`config.mk`:
```
export PLATFORM = sky130hd
export DESIGN_NAME = adcfd_top
export DESIGN_NICKNAME = d
export VERILOG_FILES = /design/src/adcfd_pkg.sv /design/src/adcfd_shift_in.sv /design/src/adcfd_scan_seq.sv /design/src/adcfd_top.sv
export SDC_FILE = /design/constraint.sdc
export NUM_CORES = 1
export LEC_CHECK = 0
export ABC_AREA = 0
export BUFFER_PORTS_ARGS = -buffer_cell sky130_fd_sc_hd__buf_2
export CELL_PAD_IN_SITES_DETAIL_PLACEMENT = 0
export CELL_PAD_IN_SITES_GLOBAL_PLACEMENT = 1
export CORE_AREA = 2 2 97 99
export DETAILED_ROUTE_END_ITERATION = 6
export DIE_AREA = 0 0 99 101
export GPL_TIMING_DRIVEN = 0
export MAX_ROUTING_LAYER = met4
export PLACE_DENSITY = 0.84
export SETUP_SLACK_MARGIN = 0.15
export SYNTH_ARGS = -nofsm -noshare
export SYNTH_HDL_FRONTEND = slang
export SYNTH_SLANG_ARGS = --single-unit
export TNS_END_PERCENT = 50
```
`constraint.sdc`:
```
create_clock -name i_clk -period 3.66 [get_ports i_clk]
set_input_delay 0.549 -clock i_clk [delete_from_list [all_inputs] [get_ports i_clk]]
set_output_delay 0.549 -clock i_clk [all_outputs]
set_load 0.005 [all_outputs]
```
`src/adcfd_pkg.sv`:
```
package adcfd_pkg;

   // ---------------------------------------------------------------
   // setup word layout
   // ---------------------------------------------------------------
   localparam int CFG_W = 14;
   localparam int RES_W = 16;
   localparam int UPD_BIT = 13;
   localparam int CHAN_HI = 9;
   localparam int CHAN_LO = 7;
   localparam int BW_BIT = 6;
   localparam int REF_HI = 5;
   localparam int REF_LO = 3;
   localparam int SCAN_HI = 2;
   localparam int SCAN_LO = 1;
   localparam int ECHO_BIT = 0;
   // all-ones word is the preload a host gets by holding the data input high
   localparam logic [13:0] CFG_RST = 14'h3FFF;

   // ---------------------------------------------------------------
   // serial framing counts
   // ---------------------------------------------------------------
   localparam logic [3:0] CFG_BITS = 4'hE;
   localparam logic [4:0] EDGES_DATA = 5'h10;
   localparam logic [4:0] EDGES_ECHO = 5'h1E;

   // ---------------------------------------------------------------
   // reference field codes
   // ---------------------------------------------------------------
   localparam logic [2:0] REF_INT = 3'h1;
   localparam logic [2:0] REF_EXT_TS = 3'h2;
   localparam logic [2:0] REF_EXT_BUF_TS = 3'h3;
   localparam logic [2:0] REF_EXT_OFF = 3'h6;
   localparam logic [2:0] REF_EXT_BUF = 3'h7;

   typedef enum logic [1:0] {
      SCAN_OFF,
      SCAN_UPD,
      SCAN_TEMP,
      SCAN_LOOP
   } adcfd_scan_t;

   typedef struct packed {
      logic int_ref_en;
      logic ref_buf_en;
      logic temp_en;
      logic ext_ref_sel;
   } adcfd_refsel_t;

   function automatic adcfd_refsel_t adcfd_ref_decode(input logic [2:0] code);
      adcfd_refsel_t r;
      r = '{int_ref_en: 1'b0, ref_buf_en: 1'b0, temp_en: 1'b0, ext_ref_sel: 1'b1};
      unique case (code)
         REF_INT: r = '{1'b1, 1'b1, 1'b1, 1'b0};
         REF_EXT_TS: r = '{1'b0, 1'b0, 1'b1, 1'b1};
         REF_EXT_BUF_TS: r = '{1'b0, 1'b1, 1'b1, 1'b1};
         REF_EXT_OFF: r = '{1'b0, 1'b0, 1'b0, 1'b1};
         REF_EXT_BUF: r = '{1'b0, 1'b1, 1'b0, 1'b1};
         // reserved codes fall back to everything off, external reference
         default: r = '{1'b0, 1'b0, 1'b0, 1'b1};
      endcase
      // bandgap on always pulls the sensor on with it
      r.temp_en = r.temp_en | r.int_ref_en;
      return r;
   endfunction

endpackage

```
`src/adcfd_shift_in.sv`:
```
`timescale 1ns/10ps
`default_nettype none

module adcfd_shift_in
   import adcfd_pkg::*;
(
   input wire logic i_clk,
   input wire logic i_rst_n,
   input wire logic i_frame,
   input wire logic i_sck_rise,
   input wire logic i_din,
   input wire logic i_clear,
   output logic [CFG_W-1:0] o_word,
   output logic o_full
);

   logic [CFG_W-1:0] word_r;
   logic [CFG_W-1:0] word_nxt;
   logic [3:0] cnt_r;
   logic [3:0] cnt_nxt;

   // ---------------------------------------------------------------
   // msb-first capture; bits past the fourteenth are ignored
   // ---------------------------------------------------------------
   always_comb begin
      word_nxt = word_r;
      cnt_nxt = cnt_r;
      if (i_clear) begin
         // an incomplete word is dropped at end of conversion
         cnt_nxt = 4'h0;
      end else if (i_frame && i_sck_rise && (cnt_r < CFG_BITS)) begin
         word_nxt = {word_r[CFG_W-2:0], i_din};
         cnt_nxt = cnt_r + 4'h1;
      end
   end

   always_ff @(posedge i_clk or negedge i_rst_n) begin
      if (!i_rst_n) begin
         word_r <= 14'h0000;
         cnt_r <= 4'h0;
      end else begin
         word_r <= word_nxt;
         cnt_r <= cnt_nxt;
      end
   end

   assign o_word = word_r;
   assign o_full = (cnt_r == CFG_BITS);

endmodule // adcfd_shift_in

`default_nettype wire

```
`src/adcfd_scan_seq.sv`:
```
`timescale 1ns/10ps
`default_nettype none

module adcfd_scan_seq
   import adcfd_pkg::*;
(
   input wire logic i_clk,
   input wire logic i_rst_n,
   input wire logic i_eoc,
   input wire logic i_restart,
   input wire adcfd_scan_t i_mode,
   input wire logic [2:0] i_last,
   output logic [2:0] o_chan,
   output logic o_temp
);

   logic [2:0] pos_r;
   logic [2:0] pos_nxt;
   logic temp_r;
   logic temp_nxt;

   // ---------------------------------------------------------------
   // channel for the next conversion
   // ---------------------------------------------------------------
   always_comb begin
      pos_nxt = pos_r;
      temp_nxt = temp_r;
      if (i_mode == SCAN_OFF) begin
         pos_nxt = i_last;
         temp_nxt = 1'b0;
      end else if (i_restart) begin
         pos_nxt = 3'h0;
         temp_nxt = 1'b0;
      end else if (i_eoc) begin
         if (temp_r) begin
            pos_nxt = 3'h0;
            temp_nxt = 1'b0;
         end else if (pos_r >= i_last) begin
            pos_nxt = 3'h0;
            temp_nxt = (i_mode == SCAN_TEMP);
         end else begin
            pos_nxt = pos_r + 3'h1;
         end
      end
   end

   always_ff @(posedge i_clk or negedge i_rst_n) begin
      if (!i_rst_n) begin
         pos_r <= 3'h0;
         temp_r <= 1'b0;
      end else begin
         pos_r <= pos_nxt;
         temp_r <= temp_nxt;
      end
   end

   assign o_chan = pos_r;
   assign o_temp = temp_r;

   chk_scan_wrap_loop: assert property (@(posedge i_clk) disable iff (!i_rst_n)
      (i_mode == SCAN_LOOP && !i_restart && i_eoc && !temp_r && pos_r >= i_last)
      |=> (pos_r == 3'h0 && !temp_r))
      else $error("loop scan did not wrap to input 0");

   chk_scan_temp_slot: assert property (@(posedge i_clk) disable iff (!i_rst_n)
      (i_mode == SCAN_TEMP && !i_restart && i_eoc && !temp_r && pos_r >= i_last)
      |=> (temp_r && pos_r == 3'h0))
      else $error("temperature slot missing after last channel");

   chk_scan_temp_done: assert property (@(posedge i_clk) disable iff (!i_rst_n)
      (i_mode != SCAN_OFF && !i_restart && i_eoc && temp_r)
      |=> (!temp_r && pos_r == 3'h0))
      else $error("scan did not return to input 0 after temperature slot");

endmodule // adcfd_scan_seq

`default_nettype wire

```
`src/adcfd_top.sv`:
```
`timescale 1ns/10ps
`default_nettype none

// Contract
// - bandwidth bit 1 gives full bandwidth; 0 switches in series resistor for quarter.
// - bandwidth limit is an analog series resistor, never digital sample processing.
// - reference code 001: internal reference, buffer and sensor on, 4.096 V out.
// - code 010: external reference, sensor on, internal buffer off.
// - code 011: external reference, buffer on, sensor on.
// - code 110: external reference; internal reference, buffer and sensor off.
// - code 111: external reference through buffer; internal reference and sensor off.
// - internal bandgap on always forces the temperature sensor on.
// - scan code 00 disables sequencer; 01 applies new setup during a running scan.
// - scan code 10 scans input 0 to channel field, then one temperature conversion.
// - scan code 11 repeats input 0 to channel field, no temperature conversion.
// - new fields replace the active setup only when the update bit is 1.
// - echo bit 1 disables setup readback; all-ones word gives no readback.
// - readback shifts setup msb first after result lsb, 30 falling edges total.
module adcfd_top
   import adcfd_pkg::*;
(
   input wire logic i_clk,
   input wire logic i_rst_n,
   input wire logic i_cnv,
   input wire logic i_sck,
   input wire logic i_din,
   input wire logic i_eoc,
   input wire logic [RES_W-1:0] i_result,
   output logic o_sdo,
   output logic o_sdo_oe,
   output logic [CFG_W-1:0] o_setup_word,
   output logic [2:0] o_channel_select,
   output logic o_filter_bandwidth_select,
   output logic o_series_res_en,
   output logic o_int_ref_en,
   output logic o_ref_buf_en,
   output logic o_temp_sensor_en,
   output logic o_ext_ref_sel,
   output logic [1:0] o_scan_mode,
   output logic o_setup_echo_disable,
   output logic [2:0] o_conv_channel,
   output logic o_conv_temp
);

   // ---------------------------------------------------------------
   // pin edges
   // ---------------------------------------------------------------
   logic cnv_q_r;
   logic sck_q_r;
   logic cnv_fall;
   logic cnv_rise;
   logic sck_rise;
   logic sck_fall;
   logic frame;

   always_ff @(posedge i_clk or negedge i_rst_n) begin
      if (!i_rst_n) begin
         cnv_q_r <= 1'b1;
         sck_q_r <= 1'b0;
      end else begin
         cnv_q_r <= i_cnv;
         sck_q_r <= i_sck;
      end
   end

   assign cnv_fall = cnv_q_r & ~i_cnv;
   assign cnv_rise = ~cnv_q_r & i_cnv;
   assign sck_rise = ~sck_q_r & i_sck;
   assign sck_fall = sck_q_r & ~i_sck;
   // data input is only listened to while the convert pin is low
   assign frame = ~i_cnv;

   // ---------------------------------------------------------------
   // incoming setup word
   // ---------------------------------------------------------------
   logic [CFG_W-1:0] in_word;
   logic in_full;

   adcfd_shift_in u_shift_in (
      .i_clk(i_clk),
      .i_rst_n(i_rst_n),
      .i_frame(frame),
      .i_sck_rise(sck_rise),
      .i_din(i_din),
      .i_clear(i_eoc),
      .o_word(in_word),
      .o_full(in_full)
   );

   // ---------------------------------------------------------------
   // active setup, swapped only at end of conversion
   // ---------------------------------------------------------------
   logic [CFG_W-1:0] cfg_r;
   logic [CFG_W-1:0] cfg_nxt;
   logic take_word;
   logic seq_restart;

   assign take_word = i_eoc & in_full & in_word[UPD_BIT];

   always_comb begin
      cfg_nxt = cfg_r;
      if (take_word) begin
         cfg_nxt = in_word;
      end
   end

   always_ff @(posedge i_clk or negedge i_rst_n) begin
      if (!i_rst_n) begin
         cfg_r <= CFG_RST;
      end else begin
         cfg_r <= cfg_nxt;
      end
   end

   // a running scan survives a new word only when that word asks for it
   assign seq_restart = take_word &
      (adcfd_scan_t'(in_word[SCAN_HI:SCAN_LO]) != SCAN_UPD);

   // ---------------------------------------------------------------
   // decoded controls
   // ---------------------------------------------------------------
   adcfd_refsel_t ref_dec;
   adcfd_refsel_t ref_r;
   logic [2:0] chan_r;
   logic bw_r;
   logic res_r;
   logic [1:0] scan_r;
   logic echo_dis_r;

   // reserved codes are the host's to avoid; they decode to all-off here
   assign ref_dec = adcfd_ref_decode(cfg_r[REF_HI:REF_LO]);

   always_ff @(posedge i_clk or negedge i_rst_n) begin
      if (!i_rst_n) begin
         ref_r <= '{1'b0, 1'b1, 1'b0, 1'b1};
         chan_r <= 3'h7;
         bw_r <= 1'b1;
         res_r <= 1'b0;
         scan_r <= 2'h3;
         echo_dis_r <= 1'b1;
      end else begin
         ref_r <= ref_dec;
         chan_r <= cfg_r[CHAN_HI:CHAN_LO];
         bw_r <= cfg_r[BW_BIT];
         // only the analog resistor switch sees this; samples are untouched
         res_r <= ~cfg_r[BW_BIT];
         scan_r <= cfg_r[SCAN_HI:SCAN_LO];
         echo_dis_r <= cfg_r[ECHO_BIT];
      end
   end

   // ---------------------------------------------------------------
   // sequencer
   // ---------------------------------------------------------------
   adcfd_scan_seq u_scan_seq (
      .i_clk(i_clk),
      .i_rst_n(i_rst_n),
      .i_eoc(i_eoc),
      .i_restart(seq_restart),
      .i_mode(adcfd_scan_t'(cfg_nxt[SCAN_HI:SCAN_LO])),
      .i_last(cfg_nxt[CHAN_HI:CHAN_LO]),
      .o_chan(o_conv_channel),
      .o_temp(o_conv_temp)
   );

   // ---------------------------------------------------------------
   // result and setup readback
   // ---------------------------------------------------------------
   logic [RES_W+CFG_W-1:0] out_sh_r;
   logic [RES_W+CFG_W-1:0] out_sh_nxt;
   logic [4:0] out_cnt_r;
   logic [4:0] out_cnt_nxt;
   logic echo_r;
   logic echo_nxt;
   logic oe_r;
   logic oe_nxt;
   logic [4:0] out_limit;

   assign out_limit = echo_r ? EDGES_ECHO : EDGES_DATA;

   always_comb begin
      out_sh_nxt = out_sh_r;
      out_cnt_nxt = out_cnt_r;
      echo_nxt = echo_r;
      oe_nxt = oe_r;
      if (i_eoc) begin
         // the setup that governed this result travels with it; unread bits are lost
         out_sh_nxt = {i_result, cfg_r};
         echo_nxt = ~cfg_r[ECHO_BIT];
         out_cnt_nxt = 5'h00;
         oe_nxt = 1'b0;
      end else if (cnv_rise) begin
         oe_nxt = 1'b0;
      end else if (cnv_fall) begin
         oe_nxt = 1'b1;
         out_cnt_nxt = 5'h00;
      end else if (oe_r && sck_fall) begin
         out_sh_nxt = {out_sh_r[RES_W+CFG_W-2:0], 1'b0};
         out_cnt_nxt = out_cnt_r + 5'h01;
         if (out_cnt_nxt == out_limit) begin
            oe_nxt = 1'b0;
         end
      end
   end

   always_ff @(posedge i_clk or negedge i_rst_n) begin
      if (!i_rst_n) begin
         out_sh_r <= 30'h0;
         out_cnt_r <= 5'h00;
         echo_r <= 1'b0;
         oe_r <= 1'b0;
      end else begin
         out_sh_r <= out_sh_nxt;
         out_cnt_r <= out_cnt_nxt;
         echo_r <= echo_nxt;
         oe_r <= oe_nxt;
      end
   end

   // ---------------------------------------------------------------
   // outputs
   // ---------------------------------------------------------------
   assign o_sdo = out_sh_r[RES_W+CFG_W-1];
   assign o_sdo_oe = oe_r;
   assign o_setup_word = cfg_r;
   assign o_channel_select = chan_r;
   assign o_filter_bandwidth_select = bw_r;
   assign o_series_res_en = res_r;
   assign o_int_ref_en = ref_r.int_ref_en;
   assign o_ref_buf_en = ref_r.ref_buf_en;
   assign o_temp_sensor_en = ref_r.temp_en;
   assign o_ext_ref_sel = ref_r.ext_ref_sel;
   assign o_scan_mode = scan_r;
   assign o_setup_echo_disable = echo_dis_r;

   // ---------------------------------------------------------------
   // checks
   // ---------------------------------------------------------------
   chk_update_taken: assert property (@(posedge i_clk) disable iff (!i_rst_n)
      (i_eoc && in_full && in_word[UPD_BIT]) |=> (cfg_r == $past(in_word)))
      else $error("flagged full word not applied at end of conversion");

   chk_update_kept: assert property (@(posedge i_clk) disable iff (!i_rst_n)
      !(i_eoc && in_full && in_word[UPD_BIT]) |=> (cfg_r == $past(cfg_r)))
      else $error("setup changed without a flagged full word");

   chk_bw_resistor: assert property (@(posedge i_clk) disable iff (!i_rst_n)
      ##1 (o_series_res_en == !o_filter_bandwidth_select)
      && (o_filter_bandwidth_select == $past(cfg_r[BW_BIT])))
      else $error("series resistor does not follow bandwidth bit");

   chk_ref_internal: assert property (@(posedge i_clk) disable iff (!i_rst_n)
      (cfg_r[REF_HI:REF_LO] == 3'h1) |=>
      (o_int_ref_en && o_ref_buf_en && o_temp_sensor_en && !o_ext_ref_sel))
      else $error("code 001 decode wrong");

   chk_ref_ext_sensor: assert property (@(posedge i_clk) disable iff (!i_rst_n)
      (cfg_r[REF_HI:REF_LO] == 3'h2) |=>
      (!o_int_ref_en && !o_ref_buf_en && o_temp_sensor_en && o_ext_ref_sel))
      else $error("code 010 decode wrong");

   chk_ref_ext_buf_ts: assert property (@(posedge i_clk) disable iff (!i_rst_n)
      (cfg_r[REF_HI:REF_LO] == 3'h3) |=>
      (!o_int_ref_en && o_ref_buf_en && o_temp_sensor_en && o_ext_ref_sel))
      else $error("code 011 decode wrong");

   chk_ref_all_off: assert property (@(posedge i_clk) disable iff (!i_rst_n)
      (cfg_r[REF_HI:REF_LO] == 3'h6) |=>
      (!o_int_ref_en && !o_ref_buf_en && !o_temp_sensor_en && o_ext_ref_sel))
      else $error("code 110 decode wrong");

   chk_ref_ext_buf: assert property (@(posedge i_clk) disable iff (!i_rst_n)
      (cfg_r[REF_HI:REF_LO] == 3'h7) |=>
      (!o_int_ref_en && o_ref_buf_en && !o_temp_sensor_en && o_ext_ref_sel))
      else $error("code 111 decode wrong");

   chk_bandgap_sensor: assert property (@(posedge i_clk) disable iff (!i_rst_n)
      o_int_ref_en |-> o_temp_sensor_en)
      else $error("bandgap on with sensor off");

   chk_chan_binary: assert property (@(posedge i_clk) disable iff (!i_rst_n)
      ##1 (o_channel_select == $past(cfg_r[CHAN_HI:CHAN_LO])))
      else $error("channel select not binary field value");

   chk_out_release: assert property (@(posedge i_clk) disable iff (!i_rst_n)
      (oe_r && sck_fall && !i_eoc && !cnv_rise && !cnv_fall
      && out_cnt_r == (echo_r ? 5'h1D : 5'h0F)) |=> !o_sdo_oe)
      else $error("output not released after final falling edge");

   chk_echo_len: assert property (@(posedge i_clk) disable iff (!i_rst_n)
      (o_sdo_oe && !echo_r) |-> (out_cnt_r < 5'h10))
      else $error("readback bits sent while echo disabled");

   chk_echo_order: assert property (@(posedge i_clk) disable iff (!i_rst_n)
      i_eoc |=> (out_sh_r == {$past(i_result), $past(cfg_r)}))
      else $error("result and setup not queued msb first");

endmodule // adcfd_top

`default_nettype wire

```
==> impl_metrics.py <==
metrics = {
    "critical_path": {
        "timing.rr.end": "u_scan_seq.o_temp",
        "cpMostUsedCell": "ha_1",
        "path_buf_inv": 2,
        "r2r_start": "u_shift_in.cnt_r[0]",
        "crit_required_ns": 3.90,
        "path_max_fanout": 10,
        "cp_data_arrival_time_ns": 3.01,
        "critical_path_class": "reg -> reg",
        "worstSetupStartpointType": "register",
        "cp-end-kind": "register",
        "path_cells": "inv_1, ha_1, and2_1, buf_4, mux2i_1, ha_1, a21o_1, a31oi_1, nor3_1, mux2_2",
        "r2r_slack_ns": 0.89,
        "slowest_stage": "dfrtp_1",
        "crit_path_max_incr_delay_ns": 0.41,
        "reg2reg_depth": 10,
        "crit_family": "multiplexers",
    },
    "grt": {
        "grt.overflow.total": 0,
        "grt_max_degree": 45,
        "first_global_vias": 2663,
        "met2_usage_pct": 26.2,
        "grtUsageTotal_pct": 17.0,
        "antenna_found_initial": 0,
        "grt_util_met3_pct": 2.70,
        "grt_first_pass_wirelength_mm": 13.1,
        "busiest_layer": "met2",
        "grt_use_met1_pct": 21.9,
    },
    "power_and_ir_drop": {
        "ir_worst_vdd_mv": 0.173,
        "combPwrFrac_pct": 6.9,
        "p_per_area_nw_per_um2": 411,
        "internal-power_mw": 1.38,
        "p_clk_share_pct": 36.5,
        "p_sw_mw": 0.449,
        "pwr-share-seq_pct": 56.7,
        "power.total_mw": 1.83,
        "switching_share_pct": 24.6,
        "leakagePower_nw": 2.05,
    },
    "yosys": {
        "async_reset_ff_share_pct": 100,
        "synth_cells": 327,
        "synth_cell_types": 45,
        "synth_top_area_share_pct": 41.1,
        "yosysTopAreaCell": "dfrtp_1",
        "avgSynthCellArea_um2": 11.7,
        "synthesis.nets": 356,
        "yosysWarningCount": 0,
        "yosys-top-cells-area": "dfrtp_1 (41%), dfstp_2 (16%), mux2i_1 (8.9%)",
        "synth-main-ff-cell": "dfrtp_1",
        "seq_area_frac_synth_pct": 57.6,
        "synth_edf_count": 0,
        "ys_ff_latch": 87,
        "synthesis.area_um2": 3830,
    },
    "timing": {
        "tightest_slew_ns": 0.608,
        "finalWorstSetupSlack_ns": 0.892,
        "fmax_mhz": 361,
        "finClkSkew_ns": 0.0101,
        "maxSlewViolCount": 0,
        "relSlewSlack_pct": 59.2,
        "min_period_over_period_pct": 75.6,
        "hold_ws_ns": 0.181,
        "rsz0062_at_grt": "no",
        "setup_violations": 0,
        "tns_ns": 0,
        "hold_viol": 0,
        "fin_crit_ns": 2.77,
    },
    "cells_and_area": {
        "fin_area_um2": 4450,
        "syn_to_final_growth_pct": 16.1,
        "nets": 420,
        "final_layout_size_suffix_gt1_share_pct": 33.6,
        "layout_common_cells": "dfrtp_1 (63), buf_2 (56), nand2_1 (43)",
        "mostFrequentLayoutCell": "dfrtp_1",
        "diodes": 0,
    },
    "clocking": {
        "cts_tree": "built",
        "cts_resized": 0,
        "htreeDepth": 3,
        "root_buffer": "clkbuf_8",
        "numCtsBuffers": 9,
        "clkTransAtPathRegs_ns": 0.09,
        "holdBufCountCts": 0,
        "clockBufferDepth": 2,
        "clkLatencyLatePin_ns": 0.36,
        "clkSinkCount": 87,
        "postCtsSetupBuffers": 0,
    },
    "floorplan": {
        "die-area_um2": 10000,
        "start_util_pct": 42.7,
        "die_y_um": 101,
        "die_w_um": 99,
        "core_area_um2": 8980,
        "rows": 35,
        "ios": 54,
    },
    "drt": {
        "finalWirelength_mm": 7.63,
        "vias": 2628,
        "ant_nets": 0,
        "dr.first_iter.drc_count": 119,
        "drc": 0,
        "drt-wirelength-per-cell_um": 15.0,
        "firstDrtPassIters": 4,
        "via_per_inst": 5.18,
    },
    "flow_run": {
        "drv_cap": 0,
    },
    "placement": {
        "dpl-instance-area_um2": 4260,
        "dp_slack_ns": 0.561,
        "io_buffers": 52,
        "gp_congestion": 0.810,
        "place_hpwl_mm": 5.44,
    },
    "min_path": {
        "hold_path.class": "in -> async",
    },
    "run_status": {
        "status": "complete, no violations",
    },
}
==> how the worst max path moves through the flow <==
stage,from,end,slack [ns],cells past startpoint
after floorplan,i_eoc,u_scan_seq.o_temp,1.07,10
after global placement,i_eoc,u_scan_seq.o_temp,0.65,10
after detailed placement,i_eoc,u_scan_seq.o_temp,0.56,10
after CTS,u_shift_in.cnt_r[0],u_scan_seq.o_temp,0.89,10
after global routing,u_shift_in.cnt_r[0],u_scan_seq.o_temp,0.73,10
final,u_shift_in.cnt_r[0],u_scan_seq.o_temp,0.89,10
==> synthesized netlist by cell type, types with 4 or more instances <==
library cell	number
nand2_1	43
dfstp_2	24
clkbuf_1	7
ha_1	7
o21ai_0	33
dfrtp_1	63
mux2i_1	34
buf_2	5
nor2_1	16
mux2_2	26
inv_1	9
nand3_1	5
nand2b_1	4
a21oi_1	5
==> power by group through the flow <==
stage	Sequential [mW]	Clock (mW)	Combinational (mW)
after detailed placement	1.05	0	0.129
after global placement	1.05	0	0.122
after global routing	1.04	0.729	0.144
final	1.04	0.667	0.126
after CTS	1.04	0.689	0.129
after floorplan	1.04	0	0.0767
==> registers in the layout, summed over array words and instances, names as in the netlist <==
register,flops
o_series_res_en,1
o_setup_echo_disable,1
echo_r,1
o_sdo_oe,1
o_channel_select,3
o_int_ref_en,1
cnv_q_r,1
o_setup_word,14
o_filter_bandwidth_select,1
o_ref_buf_en,1
u_shift_in.o_word,14
o_scan_mode,2
u_shift_in.cnt_r,4
out_sh_r,30
sck_q_r,1
u_scan_seq.o_temp,1
o_ext_ref_sel,1
o_temp_sensor_en,1
out_cnt_r,5
u_scan_seq.o_chan,3
==> through the flow <==
step           utilization [%]  cells
2_1_floorplan                -    327
3_3_place_gp              47.2    490
3_5_place_dp              47.4    491
4_1_cts                   49.6    507
5_1_grt                   49.6    507
6_report                  49.6    507
==> cell families after synthesis <==
logic type | after synthesis | share of synthesized area, %
DFF | 87 | 57.6
and+or+nand+nor | 84 | 9.92
muxes | 60 | 16.5
AOI/OAI and AO/OA | 58 | 9.36
buffers and inverters | 25 | 3.00
adders and majority gates | 7 | 2.28
xor gates and xnor gates | 6 | 1.37
==> metal layers <==
metal  up-vias  share of wire, %
li1       1264                 -
met1      1296                45
met2        54                48
met3        14               3.8
met4         0               2.5
met5         -                 0
==> worst reg2reg max path, cell delays in order (launching register included) <==
cell and delay, ns:
dfrtp_1 0.41, inv_1 0.10, ha_1 0.20, and2_1 0.18, buf_4 0.20, mux2i_1 0.39
ha_1 0.32, a21o_1 0.16, a31oi_1 0.33, nor3_1 0.09, mux2_2 0.27
==> area by class of cell <==
type | count | area, um2
Clock buffer | 10 | 128
Fill cell | 803 | 4520
Tap cell | 111 | 139
Timing Repair Buffer | 53 | 283
Clock inverter | 6 | 68.8
Inverter | 10 | 37.5
Sequential cell | 87 | 2210
Multi-Input combinational cell | 215 | 1510
Buffer | 15 | 77.6
(Power assumes the default switching activity.)
